===== src/design/instruction_cycle_timing_pkg.sv =====
`default_nettype none
package instruction_cycle_timing_pkg;

  // Widths of the counts carried in a timing record
  localparam int TOTAL_W = 16;
  localparam int BUS_W = 8;

  // Cost of one stack-copy transfer in a type-1 module call
  localparam logic [TOTAL_W-1:0] COPY_CLOCKS_PER_TRANSFER = 16'h0006;
  localparam logic [BUS_W-1:0] COPY_READS_PER_TRANSFER = 8'h01;
  localparam logic [BUS_W-1:0] COPY_WRITES_PER_TRANSFER = 8'h01;

  // Column indices within a timing row
  localparam int COL_IDX_BEST = 0;
  localparam int COL_IDX_CACHE = 1;
  localparam int COL_IDX_WORST = 2;

  typedef enum logic [4:0] {
    OP_BF_TEST, OP_BF_CHANGE, OP_BF_CLEAR, OP_BF_SET,
    OP_BF_EXTRACT_SIGNED, OP_BF_EXTRACT_UNSIGNED, OP_BF_INSERT, OP_BF_FIND_FIRST_ONE,
    OP_BRANCH_TAKEN, OP_BRANCH_BYTE_NOT_TAKEN, OP_BRANCH_WORD_NOT_TAKEN,
    OP_BRANCH_LONG_NOT_TAKEN,
    OP_DECREMENT_AND_BRANCH_LOOP, OP_DECREMENT_AND_BRANCH_EXPIRED,
    OP_DECREMENT_AND_BRANCH_TRUE,
    OP_MODULE_CALL_TYPE0, OP_MODULE_CALL_TYPE1_NO_COPY, OP_MODULE_CALL_TYPE1_NO_COPY_ALT,
    OP_MODULE_CALL_TYPE1_COPY,
    OP_JUMP, OP_JUMP_TO_SUBROUTINE, OP_REGISTER_BOUNDS_CHECK, OP_TWO_BOUND_RANGE_CHECK,
    OP_LOAD_EFFECTIVE_ADDRESS, OP_PUSH_EFFECTIVE_ADDRESS, OP_NOP
  } op_e;

  typedef enum logic [1:0] {FORM_REG, FORM_MEM_FOUR, FORM_MEM_FIVE} form_e;

  typedef enum logic [2:0] {
    EA_NONE, EA_CALC_IMM, EA_FETCH_IMM, EA_FETCH, EA_CALC, EA_JUMP
  } ea_e;

  typedef struct packed {
    logic [TOTAL_W-1:0] total;
    logic [BUS_W-1:0] reads;
    logic [BUS_W-1:0] prefetches;
    logic [BUS_W-1:0] writes;
  } timing_s;

  // Worst, cache, best from high to low
  typedef timing_s [2:0] row_t;

  typedef struct packed {
    op_e op;
    logic icache_hit;
    logic prefetch_overlap;
    logic on_memory;
    logic span_five;
    logic [BUS_W-1:0] ea_clocks;
    logic [BUS_W-1:0] transfers;
  } request_s;

  typedef struct packed {
    timing_s timing;
    ea_e ea_kind;
    logic [1:0] column;
  } result_s;

endpackage
`default_nettype wire


===== src/design/instruction_cycle_timing.sv =====
// Summary of operation
// - A quoted time is the whole clock count and its read, prefetch and write cycles lie inside it.
// - A memory bit field over five bytes takes two operand cycles, within four bytes only one.
// - Memory bit field forms add the immediate address calculation time to their count.
// - Branch and loop-decrement counts are complete, a taken branch costing 3, 6 or 9 clocks.
// - A loop decrement with false condition and live counter costs as a taken branch.
// - A loop decrement with false condition and expired counter costs 7, 10 or 10 clocks.
// - A stack-copy type-1 module call adds six clocks, one read and one write per transfer.
// - Jump and jump-to-subroutine add jump address time, a jump costing 1 up to 7 clocks.
// - The register bounds check costs 8 clocks plus the operand fetch time.
// - Load and push effective address add calculation time, the load costing 2 at best.
// - Module calls and the range check add immediate fetch time, type 0 doing 2 reads, 6 writes.
`timescale 1ns/1ns
`default_nettype none

module instruction_cycle_timing (
  // Clock and reset
  input wire logic clk_sys,
  input wire logic rstn,
  // Request
  input wire logic start,
  input wire instruction_cycle_timing_pkg::request_s req,
  output logic ready,
  // Answer
  output instruction_cycle_timing_pkg::result_s result,
  output logic busy,
  output logic done
);

  typedef enum {ST_IDLE, ST_RUN} state_e;

  // Builds one timing record
  function automatic instruction_cycle_timing_pkg::timing_s ts(input int t, input int r,
                                                              input int p, input int w);
    instruction_cycle_timing_pkg::timing_s x;
    x.total = 16'(t);
    x.reads = 8'(r);
    x.prefetches = 8'(p);
    x.writes = 8'(w);
    return x;
  endfunction

  // Bit field row by operand form
  function automatic instruction_cycle_timing_pkg::row_t bf_row(
      input instruction_cycle_timing_pkg::op_e op, input instruction_cycle_timing_pkg::form_e f);
    instruction_cycle_timing_pkg::row_t r;
    r = {ts(0, 0, 0, 0), ts(0, 0, 0, 0), ts(0, 0, 0, 0)};
    unique case (op)
      instruction_cycle_timing_pkg::OP_BF_TEST: begin
        unique case (f)
          instruction_cycle_timing_pkg::FORM_REG: r = {ts(7, 0, 1, 0), ts(6, 0, 0, 0), ts(3, 0, 0, 0)};
          instruction_cycle_timing_pkg::FORM_MEM_FOUR: r = {ts(12, 1, 1, 0), ts(11, 1, 0, 0), ts(11, 1, 0, 0)};
          default: r = {ts(16, 2, 1, 0), ts(15, 2, 0, 0), ts(15, 2, 0, 0)};
        endcase
      end
      instruction_cycle_timing_pkg::OP_BF_CHANGE, instruction_cycle_timing_pkg::OP_BF_CLEAR,
      instruction_cycle_timing_pkg::OP_BF_SET: begin
        unique case (f)
          instruction_cycle_timing_pkg::FORM_REG: r = {ts(12, 0, 1, 0), ts(12, 0, 0, 0), ts(9, 0, 0, 0)};
          instruction_cycle_timing_pkg::FORM_MEM_FOUR: r = {ts(16, 1, 1, 1), ts(16, 1, 0, 1), ts(16, 1, 0, 1)};
          default: r = {ts(24, 2, 1, 2), ts(24, 2, 0, 2), ts(24, 2, 0, 2)};
        endcase
      end
      instruction_cycle_timing_pkg::OP_BF_EXTRACT_SIGNED,
      instruction_cycle_timing_pkg::OP_BF_EXTRACT_UNSIGNED: begin
        unique case (f)
          instruction_cycle_timing_pkg::FORM_REG: r = {ts(8, 0, 1, 0), ts(8, 0, 0, 0), ts(5, 0, 0, 0)};
          instruction_cycle_timing_pkg::FORM_MEM_FOUR: r = {ts(13, 1, 1, 0), ts(13, 1, 0, 0), ts(13, 1, 0, 0)};
          default: r = {ts(18, 2, 1, 0), ts(18, 2, 0, 0), ts(18, 2, 0, 0)};
        endcase
      end
      instruction_cycle_timing_pkg::OP_BF_INSERT: begin
        unique case (f)
          instruction_cycle_timing_pkg::FORM_REG: r = {ts(10, 0, 1, 0), ts(10, 0, 0, 0), ts(7, 0, 0, 0)};
          instruction_cycle_timing_pkg::FORM_MEM_FOUR: r = {ts(15, 1, 1, 1), ts(14, 1, 0, 1), ts(14, 1, 0, 1)};
          default: r = {ts(21, 2, 1, 2), ts(20, 2, 0, 2), ts(20, 2, 0, 2)};
        endcase
      end
      default: begin
        unique case (f)
          instruction_cycle_timing_pkg::FORM_REG: r = {ts(18, 0, 1, 0), ts(18, 0, 0, 0), ts(15, 0, 0, 0)};
          instruction_cycle_timing_pkg::FORM_MEM_FOUR: r = {ts(24, 1, 1, 0), ts(24, 1, 0, 0), ts(24, 1, 0, 0)};
          default: r = {ts(32, 2, 1, 0), ts(32, 2, 0, 0), ts(32, 2, 0, 0)};
        endcase
      end
    endcase
    return r;
  endfunction

  // Branch and control rows
  function automatic instruction_cycle_timing_pkg::row_t ctl_row(
      input instruction_cycle_timing_pkg::op_e op);
    instruction_cycle_timing_pkg::row_t r;
    r = {ts(3, 0, 1, 0), ts(2, 0, 0, 0), ts(2, 0, 0, 0)};
    unique case (op)
      instruction_cycle_timing_pkg::OP_BRANCH_TAKEN,
      instruction_cycle_timing_pkg::OP_BRANCH_LONG_NOT_TAKEN,
      instruction_cycle_timing_pkg::OP_DECREMENT_AND_BRANCH_LOOP:
        r = {ts(9, 0, 2, 0), ts(6, 0, 0, 0), ts(3, 0, 0, 0)};
      instruction_cycle_timing_pkg::OP_BRANCH_BYTE_NOT_TAKEN:
        r = {ts(5, 0, 1, 0), ts(4, 0, 0, 0), ts(1, 0, 0, 0)};
      instruction_cycle_timing_pkg::OP_BRANCH_WORD_NOT_TAKEN,
      instruction_cycle_timing_pkg::OP_DECREMENT_AND_BRANCH_TRUE:
        r = {ts(7, 0, 1, 0), ts(6, 0, 0, 0), ts(3, 0, 0, 0)};
      instruction_cycle_timing_pkg::OP_DECREMENT_AND_BRANCH_EXPIRED:
        r = {ts(10, 0, 3, 0), ts(10, 0, 0, 0), ts(7, 0, 0, 0)};
      instruction_cycle_timing_pkg::OP_MODULE_CALL_TYPE0:
        r = {ts(36, 2, 2, 6), ts(30, 2, 0, 6), ts(28, 2, 0, 6)};
      instruction_cycle_timing_pkg::OP_MODULE_CALL_TYPE1_NO_COPY:
        r = {ts(56, 5, 2, 8), ts(50, 5, 0, 8), ts(48, 5, 0, 8)};
      instruction_cycle_timing_pkg::OP_MODULE_CALL_TYPE1_NO_COPY_ALT:
        r = {ts(64, 6, 2, 8), ts(57, 6, 0, 8), ts(55, 6, 0, 8)};
      instruction_cycle_timing_pkg::OP_MODULE_CALL_TYPE1_COPY:
        r = {ts(71, 7, 2, 8), ts(65, 7, 0, 8), ts(63, 7, 0, 8)};
      instruction_cycle_timing_pkg::OP_JUMP:
        r = {ts(7, 0, 2, 0), ts(4, 0, 0, 0), ts(1, 0, 0, 0)};
      instruction_cycle_timing_pkg::OP_JUMP_TO_SUBROUTINE:
        r = {ts(11, 0, 2, 1), ts(5, 0, 0, 1), ts(3, 0, 0, 1)};
      instruction_cycle_timing_pkg::OP_REGISTER_BOUNDS_CHECK:
        r = {ts(8, 0, 1, 0), ts(8, 0, 0, 0), ts(8, 0, 0, 0)};
      instruction_cycle_timing_pkg::OP_TWO_BOUND_RANGE_CHECK:
        r = {ts(18, 2, 1, 0), ts(18, 2, 0, 0), ts(16, 2, 0, 0)};
      instruction_cycle_timing_pkg::OP_LOAD_EFFECTIVE_ADDRESS:
        r = {ts(3, 0, 1, 0), ts(2, 0, 0, 0), ts(2, 0, 0, 0)};
      instruction_cycle_timing_pkg::OP_PUSH_EFFECTIVE_ADDRESS:
        r = {ts(6, 0, 1, 1), ts(5, 0, 0, 1), ts(3, 0, 0, 1)};
      default: r = {ts(3, 0, 1, 0), ts(2, 0, 0, 0), ts(2, 0, 0, 0)};
    endcase
    return r;
  endfunction

  // Which address time the instruction takes on top of its row
  function automatic instruction_cycle_timing_pkg::ea_e ea_of(
      input instruction_cycle_timing_pkg::op_e op, input logic on_memory);
    unique case (op)
      instruction_cycle_timing_pkg::OP_BF_TEST, instruction_cycle_timing_pkg::OP_BF_CHANGE,
      instruction_cycle_timing_pkg::OP_BF_CLEAR, instruction_cycle_timing_pkg::OP_BF_SET,
      instruction_cycle_timing_pkg::OP_BF_EXTRACT_SIGNED,
      instruction_cycle_timing_pkg::OP_BF_EXTRACT_UNSIGNED,
      instruction_cycle_timing_pkg::OP_BF_INSERT, instruction_cycle_timing_pkg::OP_BF_FIND_FIRST_ONE:
        return on_memory ? instruction_cycle_timing_pkg::EA_CALC_IMM
                         : instruction_cycle_timing_pkg::EA_NONE;
      instruction_cycle_timing_pkg::OP_MODULE_CALL_TYPE0,
      instruction_cycle_timing_pkg::OP_MODULE_CALL_TYPE1_NO_COPY,
      instruction_cycle_timing_pkg::OP_MODULE_CALL_TYPE1_NO_COPY_ALT,
      instruction_cycle_timing_pkg::OP_MODULE_CALL_TYPE1_COPY,
      instruction_cycle_timing_pkg::OP_TWO_BOUND_RANGE_CHECK:
        return instruction_cycle_timing_pkg::EA_FETCH_IMM;
      instruction_cycle_timing_pkg::OP_JUMP, instruction_cycle_timing_pkg::OP_JUMP_TO_SUBROUTINE:
        return instruction_cycle_timing_pkg::EA_JUMP;
      instruction_cycle_timing_pkg::OP_REGISTER_BOUNDS_CHECK:
        return instruction_cycle_timing_pkg::EA_FETCH;
      instruction_cycle_timing_pkg::OP_LOAD_EFFECTIVE_ADDRESS,
      instruction_cycle_timing_pkg::OP_PUSH_EFFECTIVE_ADDRESS:
        return instruction_cycle_timing_pkg::EA_CALC;
      default: return instruction_cycle_timing_pkg::EA_NONE;
    endcase
  endfunction

  state_e state;
  logic [instruction_cycle_timing_pkg::TOTAL_W-1:0] remaining;

  wire logic is_bit_field;
  wire instruction_cycle_timing_pkg::form_e form;
  wire instruction_cycle_timing_pkg::row_t row;
  wire logic [1:0] column;
  wire instruction_cycle_timing_pkg::ea_e ea_kind;
  wire instruction_cycle_timing_pkg::timing_s base;
  wire logic [instruction_cycle_timing_pkg::TOTAL_W-1:0] ea_add;
  wire logic is_copy;
  wire instruction_cycle_timing_pkg::result_s next_result;
  wire logic accept;
  wire logic last;

  // Row lookup; five-byte field selects the two-operand-cycle row
  assign is_bit_field = req.op <= instruction_cycle_timing_pkg::OP_BF_FIND_FIRST_ONE;
  assign form = !req.on_memory ? instruction_cycle_timing_pkg::FORM_REG :
                req.span_five ? instruction_cycle_timing_pkg::FORM_MEM_FIVE :
                instruction_cycle_timing_pkg::FORM_MEM_FOUR;
  assign row = is_bit_field ? bf_row(req.op, form) : ctl_row(req.op);

  // Column from cache hit and prefetch overlap
  assign column = (req.icache_hit && req.prefetch_overlap) ? 2'(instruction_cycle_timing_pkg::COL_IDX_BEST) :
                  req.icache_hit ? 2'(instruction_cycle_timing_pkg::COL_IDX_CACHE) :
                  2'(instruction_cycle_timing_pkg::COL_IDX_WORST);
  assign base = row[column];

  // Totals; bus cycles stay inside the total, only address time and copies add
  assign ea_kind = ea_of(req.op, req.on_memory);
  assign ea_add = (ea_kind == instruction_cycle_timing_pkg::EA_NONE) ? 16'h0000 :
                  {8'h00, req.ea_clocks};
  assign is_copy = req.op == instruction_cycle_timing_pkg::OP_MODULE_CALL_TYPE1_COPY;
  assign next_result.timing.total = base.total + ea_add + (is_copy ?
      16'(instruction_cycle_timing_pkg::COPY_CLOCKS_PER_TRANSFER * req.transfers) : 16'h0000);
  assign next_result.timing.reads = base.reads + (is_copy ?
      8'(instruction_cycle_timing_pkg::COPY_READS_PER_TRANSFER * req.transfers) : 8'h00);
  assign next_result.timing.prefetches = base.prefetches;
  assign next_result.timing.writes = base.writes + (is_copy ?
      8'(instruction_cycle_timing_pkg::COPY_WRITES_PER_TRANSFER * req.transfers) : 8'h00);
  assign next_result.ea_kind = ea_kind;
  assign next_result.column = column;

  // Handshake
  assign ready = state == ST_IDLE;
  assign accept = start && ready;
  assign last = remaining <= 16'h0001;

  // Result register, taken on acceptance
  always_ff @(posedge clk_sys or negedge rstn) begin
    if (!rstn) begin
      result <= '0;
    end else if (accept) begin
      result <= next_result;
    end
  end

  // Counts out the total, one clock per edge
  always_ff @(posedge clk_sys or negedge rstn) begin
    if (!rstn) begin
      state <= ST_IDLE;
      remaining <= 16'h0000;
      done <= 1'b0;
    end else begin
      done <= 1'b0;
      unique case (state)
        ST_IDLE: begin
          if (accept) begin
            state <= ST_RUN;
            remaining <= next_result.timing.total;
          end
        end
        ST_RUN: begin
          remaining <= remaining - 16'h0001;
          if (last) begin
            state <= ST_IDLE;
            remaining <= 16'h0000;
            done <= 1'b1;
          end
        end
      endcase
    end
  end

  assign busy = state == ST_RUN;

endmodule // instruction_cycle_timing

`default_nettype wire


===== config.mk =====
export PLATFORM = sky130hd
export DESIGN_NAME = instruction_cycle_timing
export DESIGN_NICKNAME = d
export VERILOG_FILES = /design/src/design/instruction_cycle_timing_pkg.sv /design/src/design/instruction_cycle_timing.sv
export SDC_FILE = /design/constraint.sdc
export NUM_CORES = 1
export LEC_CHECK = 0
export ABC_AREA = 1
export BUFFER_PORTS_ARGS = -buffer_cell sky130_fd_sc_hd__buf_2
export CELL_PAD_IN_SITES_DETAIL_PLACEMENT = 0
export CELL_PAD_IN_SITES_GLOBAL_PLACEMENT = 1
export CORE_MARGIN = 4
export CORE_UTILIZATION = 45
export DETAILED_ROUTE_END_ITERATION = 7
export MAX_ROUTING_LAYER = met4
export PLACE_DENSITY = 0.9
export SLEW_MARGIN = 40
export SYNTH_ARGS = -nofsm -noshare
export SYNTH_HDL_FRONTEND = slang
export SYNTH_SLANG_ARGS = --single-unit

===== constraint.sdc =====
create_clock -name clk_sys -period 2.7 [get_ports clk_sys]
set_input_delay 0.54 -clock clk_sys [delete_from_list [all_inputs] [get_ports clk_sys]]
set_output_delay 0.54 -clock clk_sys [all_outputs]
set_load 0.1 [all_outputs]

Word level (Yosys, flattened, before mapping)
Memory sizes are Yosys's and may differ from the RTL's.
Index checks and enable logic that the tools add are counted.
{ "word_totals": {"regBits": 94, "romBits": 1376, "in_bits": 28, "output_inout_bits": 48, "elab_cells": 81, "n_memories": 1} }
{ "classes": {"addsub": 5, "mul": 1, "n_lt_le_gt_ge": 3, "n_eq_ne": 22, "muxes": 26, "reduce_logical": 14} }
{ "mem_list": {"columns": ["memory", "depth", "word_bits", "read_ports", "rd_clocked_by_memory_dff", "write_ports", "line", "source"], "rows": [
  ["(name not given)", 32, 43, 1, 0, 0, "instruction_cycle_timing.sv:95", "unique case (op)"]
]} }
{ "ops": {"columns": ["cell", "n"], "rows": [
  ["$pmux W109 S2", 4],
  ["$pmux W120 S4", 1],
  ["$pmux W110 S2", 1],
  ["$mux W120", 1],
  ["$bmux W40 S2", 1],
  ["$logic_not A32 Y1", 2],
  ["$mux W32", 2],
  ["$pmux W32 S2", 1],
  ["$eq A5 B5 Y1 const B", 9],
  ["$mux W40", 1],
  ["$eq A32 B1 Y1 const B", 1],
  ["$eq A32 B2 Y1 const B", 1],
  ["$mux W16", 2],
  ["$pmux W16 S2", 1],
  ["$eq A5 B3 Y1 const B", 4],
  ["$add A16 B11 Y16", 1],
  ["$add A16 B8 Y16", 1],
  ["$add A8 B8 Y8", 2],
  ["$le A16 B1 Y1 const B", 1],
  ["$mux W8", 2],
  ["$sub A16 B1 Y16 const B", 1],
  ["$pmux W3 S5", 1],
  ["$mux W11", 1],
  ["$eq A5 B2 Y1 const B", 2],
  ["18 further kinds", 27]
]} }

Logic depth before layout (Yosys ltp)
{ "depth": {"depth_word": 12, "depth_mapped": 29, "mapped_depth_nobuf": 29} }

Least setup slack after synthesis
OpenSTA, ideal clock, no wires.
{ "synth_timing": {"path_type": "input to register", "startpoint": "input port req[20] (netlist bit)", "endpoint": "register remaining[11] (netlist bit)", "setup_ps": 66, "arrival_ps": 3789, "required_time_ps": 2634, "slack_ps": -1154, "path_stages": 27, "path_buffers": 0, "path_cell_list": "inv_1 > ha_1 > o21ai_0 > a21oi_2 > nor2_2 > nand2_4 > nand2_1 > nand2_1 > nand3_1 > nand3_1 > nand2_1 > inv_1 > fa_1 > inv_1 > ha_1 > inv_1 > fa_1 > nand3b_1 > nor2_1 > nor2_1 > nor2_1 > nor2_1 > nor2_1 > nand3_1 > nand2_1 > nand2_1 > nand2_1"} }
{ "synth_between": {"elab_chain_cells": 10, "elab_cells_between_ends": 38, "cone_classes": "add/sub (2); order compare (1); eq/ne (17); mux (9); reduce/logical (8); memory (1)"} }
{ "synth_lines": {"columns": ["item", "line", "source"], "rows": [
  ["from (decl)", "instruction_cycle_timing.sv:22", "input wire instruction_cycle_timing_pkg::request_s req,"],
  ["$eq A5 B1 Y1, or another cell as far along", "instruction_cycle_timing.sv:48, instruction_cycle_timing.sv:135", null],
  ["$reduce_or A3 Y1 / $reduce_or A2 Y1 (equally long branches)", null, null],
  ["$pmux W120 S4", "instruction_cycle_timing.sv:48", "unique case (op)"],
  ["$mux W120", "instruction_cycle_timing.sv:180", "assign row = is_bit_field ? bf_row(req.op, form) : ctl_row(req.op);"],
  ["$bmux W40 S2", "instruction_cycle_timing.sv:186", "assign base = row[column];"],
  ["$mux W40 (not written as such)", "instruction_cycle_timing.sv:186", null],
  ["$add A16 B8 Y16", "instruction_cycle_timing.sv:193", "assign next_result.timing.total = base.total + ea_add + (is_copy ?"],
  ["$add A16 B11 Y16 *", "instruction_cycle_timing.sv:193", null],
  ["$mux W16 *", "instruction_cycle_timing.sv:227", "if (accept) begin"],
  ["$pmux W16 S2 *", "instruction_cycle_timing.sv:225", "unique case (state)"],
  ["to (signal assigned)", "instruction_cycle_timing.sv:229", "remaining <= next_result.timing.total;"],
  ["to (signal assigned)", "instruction_cycle_timing.sv:233", "remaining <= remaining - 16'h0001;"],
  ["to (decl)", "instruction_cycle_timing.sv:161", "logic [instruction_cycle_timing_pkg::TOTAL_W-1:0] remaining;"]
]} }
Mark *: on every way between the ends. The rest lies on a longest branch, timed or not. The select of a mux whose other input is x is not followed.
A chain may end at the register's enable or synchronous reset.

Final worst setup path
{ "layout_timing": {"startpoint": "input port req[21] (netlist bit)", "endpoint": "register remaining[11] (netlist bit)"} }
Same word-level chain as after synthesis.

==> results.cfg <==
[clock_tree]
clock_path_buffers = 2
clk_pin_slew_ns = 0.10
clk_latency_ns = 0.32
tritoncts = done
htreeDepth = 2
cts_buffers = 5
holdBufCountCts = 0
cts.sinks = 53
cts_root_buffer = clkbuf_8

[hold_path]
hold_class = in -> async

[yosys]
synth_warnings = 0
synth_cell_types = 41
netlist_area_um2 = 5030
synth_commonest_cells = nand2_1 (218), inv_1 (79), nor2_1 (78)
synth.top_cells.by_area = dfrtp_1 (26%), nand2_1 (16%), ha_1 (8.7%), inv_1 (5.9%), nor2_1 (5.8%)
async_flop_share = 1.000
synth-edff-count = 0
ys.flop_type = dfrtp_1
synth_seq_area_share = 0.2637
synth_top_area_share = 0.2637
syn_avg_cell_area_um2 = 6.724
ys_ff_latch = 53
synth_cells = 748
synth_largest_area_cell = dfrtp_1
yosysMostFrequentCell = nand2_1

[grt]
grt_pass1_vias = 5661
grt_max_degree = 45
grtUsageMet1 = 0.3397
grt_pass1_wl_um = 26340
grt_use_met3 = 0.03873
grt_use_total = 0.2574
antenna_found_initial = 0
overflow = 0
grt-busiest-layer = met2
gr-usage-met2 = 0.4103

[die]
io_pins = 76
die_area_um2 = 12930
core_area_um2 = 10890
die_h_um = 113.7
die_x_um = 113.7
rows = 38
floorplan.initialDensity = 0.4620

[layout]
area_growth_pct = 43.86
multi_input_area_um2 = 3687
drive_gt1_frac = 0.3710
num_antenna_cells = 0
num-fill-cells = 930
fin_nets = 1037
post-route-util = 0.6646
seq_area_um2 = 1326

[detailed_routing]
vias = 5724
vias_per_cell = 5.180
postRouteAntennaNets = 0
drcViolationCount = 0
routed_wl_um = 16370
wl_per_cell_um = 14.81
drt_iter0_markers = 498
drt_pass1_iterations = 6

[setup_path]
reg2reg_to = remaining[11]
r2r_start = remaining[0]
critPathRequiredTime_ns = 2.97
r2r_setup_slack_ns = 0.57
path_class = in -> reg
cp_max_fo = 4
reg2reg_depth = 13
end_kind = flip-flop
start_kind = input port
cp_data_arrival_time_ns = 3.96

[outcome]
violations = negative setup slack
outcome = complete, but fails checks

[timing]
rsz0062_at_grt = true
worst_slack_ns = -0.9908
period_share = 1.367
tightest_slew_ns = 0.7123
hold_viol_final = 0
clock.fmax_mhz = 270.9
fin_skew_ns = 0.008635
fin_crit_ns = 3.691
setup_viol = 26
max_slew_margin = 0.5244
maxSlewViolCount = 0
whs_ns = 0.2500

[placed_design]
place_congestion = 1.042
hpwl_um = 12770
io_buffer_count = 65

[flow_run]
max_cap_violations = 0

[pwr]
irDropWorstVdd_uv = 356.6
p_per_area_nw_per_um2 = 419.0
total_power_uw = 3032
leakagePower_uw = 0.003774
-- cell families (layout without fill, tap and decap cells) --
| logic type | count (synthesis) | after routing | synth area share |
|---|---|---|---|
| xor+xnor | 22 | 22 | 0.03831 |
| fa+ha+maj | 45 | 45 | 0.1269 |
| buf+inv | 116 | 324 | 0.09975 |
| simple gates | 368 | 368 | 0.3092 |
| other cells | 1 | 10 | 0.0007456 |
| flops | 53 | 53 | 0.2637 |
| compound gates | 143 | 143 | 0.1614 |
-- how the worst max path moves through the flow --
stage / startpoint / slack, ns / cells after the start / to
2_1_floorplan: req[20] / -0.95 / 27 / remaining[11]
3_3_place_gp: req[20] / -1.20 / 28 / remaining[11]
3_5_place_dp: req[20] / -1.37 / 28 / remaining[11]
4_1_cts: req[20] / -0.93 / 28 / remaining[11]
5_1_grt: req[21] / -1.23 / 28 / remaining[11]
6_report: req[21] / -0.99 / 28 / remaining[11]
-- through the flow --
stage          TNS (ns)  cell area (um2)  cells  setup slack (ns)
3_3_place_gp     -26.29             6600   1080            -1.200
2_1_floorplan    -13.39             5165    757           -0.9490
4_1_cts          -14.86             6968   1098           -0.9341
6_report         -17.48             7236   1105           -0.9908
3_5_place_dp     -29.87             6600   1080            -1.374
5_1_grt          -21.86             7236   1105            -1.234
-- state kept, by name (all words and copies together) (netlist names) --
signal     cells
done           1
result        35
remaining     16
state          1
-- per-layer routing --
layer,vias to the layer above,part of all wire
met5,-,0
met4,0,0.024
met3,33,0.063
met2,202,0.47
met1,2655,0.45
li1,2834,-
-- power breakdown --
part | internal, uW | switching (uW) | leakage [uW]
Sequential | 903 | 105 | 0.000673
Combinational | 591 | 955 | 0.00305
Clock | 208 | 270 | 0.0000512
Total | 1700 | 1330 | 0.00377
-- final cells by class --
cell class / count / share of cell area
clock buffers: 6 / 0.01141
inverters: 89 / 0.04790
clock inverters: 2 / 0.001902
flip-flops and latches: 53 / 0.1833
repair buffers: 227 / 0.2217
well taps: 140 / 0.02421
multi-input cells: 588 / 0.5096
-- worst max-delay path: stages --
cell	delay, ns
buf_8	0.08
clkinvlp_4	0.14
ha_4	0.22
o21ai_4	0.19
a21oi_4	0.09
nor2_4	0.16
nand2_4	0.08
nand2_2	0.07
nand2_2	0.06
nand2_1	0.07
nand4_1	0.08
nand2_1	0.08
inv_2	0.04
fa_1	0.48
inv_2	0.08
ha_4	0.13
inv_2	0.04
fa_2	0.35
nand3b_1	0.21
nor2_2	0.12
nor2_2	0.06
nor2_1	0.10
nor2_1	0.06
nor2_1	0.12
nand3_1	0.08
nand2_1	0.09
nand2_1	0.06
nand2_1	0.07
-- cells in the final DEF (no fill, tap or decap), types with 25 or more instances in the layout --
cell	synthesis	routed
dfrtp_1	53	53
nor2_1	78	71
inv_1	79	68
buf_4	12	153
ha_1	35	25
a21oi_1	47	37
o21ai_0	42	28
buf_2	4	63
nand3_1	37	30
nand2_1	218	201
-- repair_timing --
| action | in CTS | in global routing |
|---|---|---|
| pin swaps | 39 | 47 |
| gates resized for setup | 48 | 64 |
| buffers inserted | 10 | 7 |
| endpoints found under the setup margin | 31 | 35 |
No activity file was read; power rests on OpenSTA's default activity.
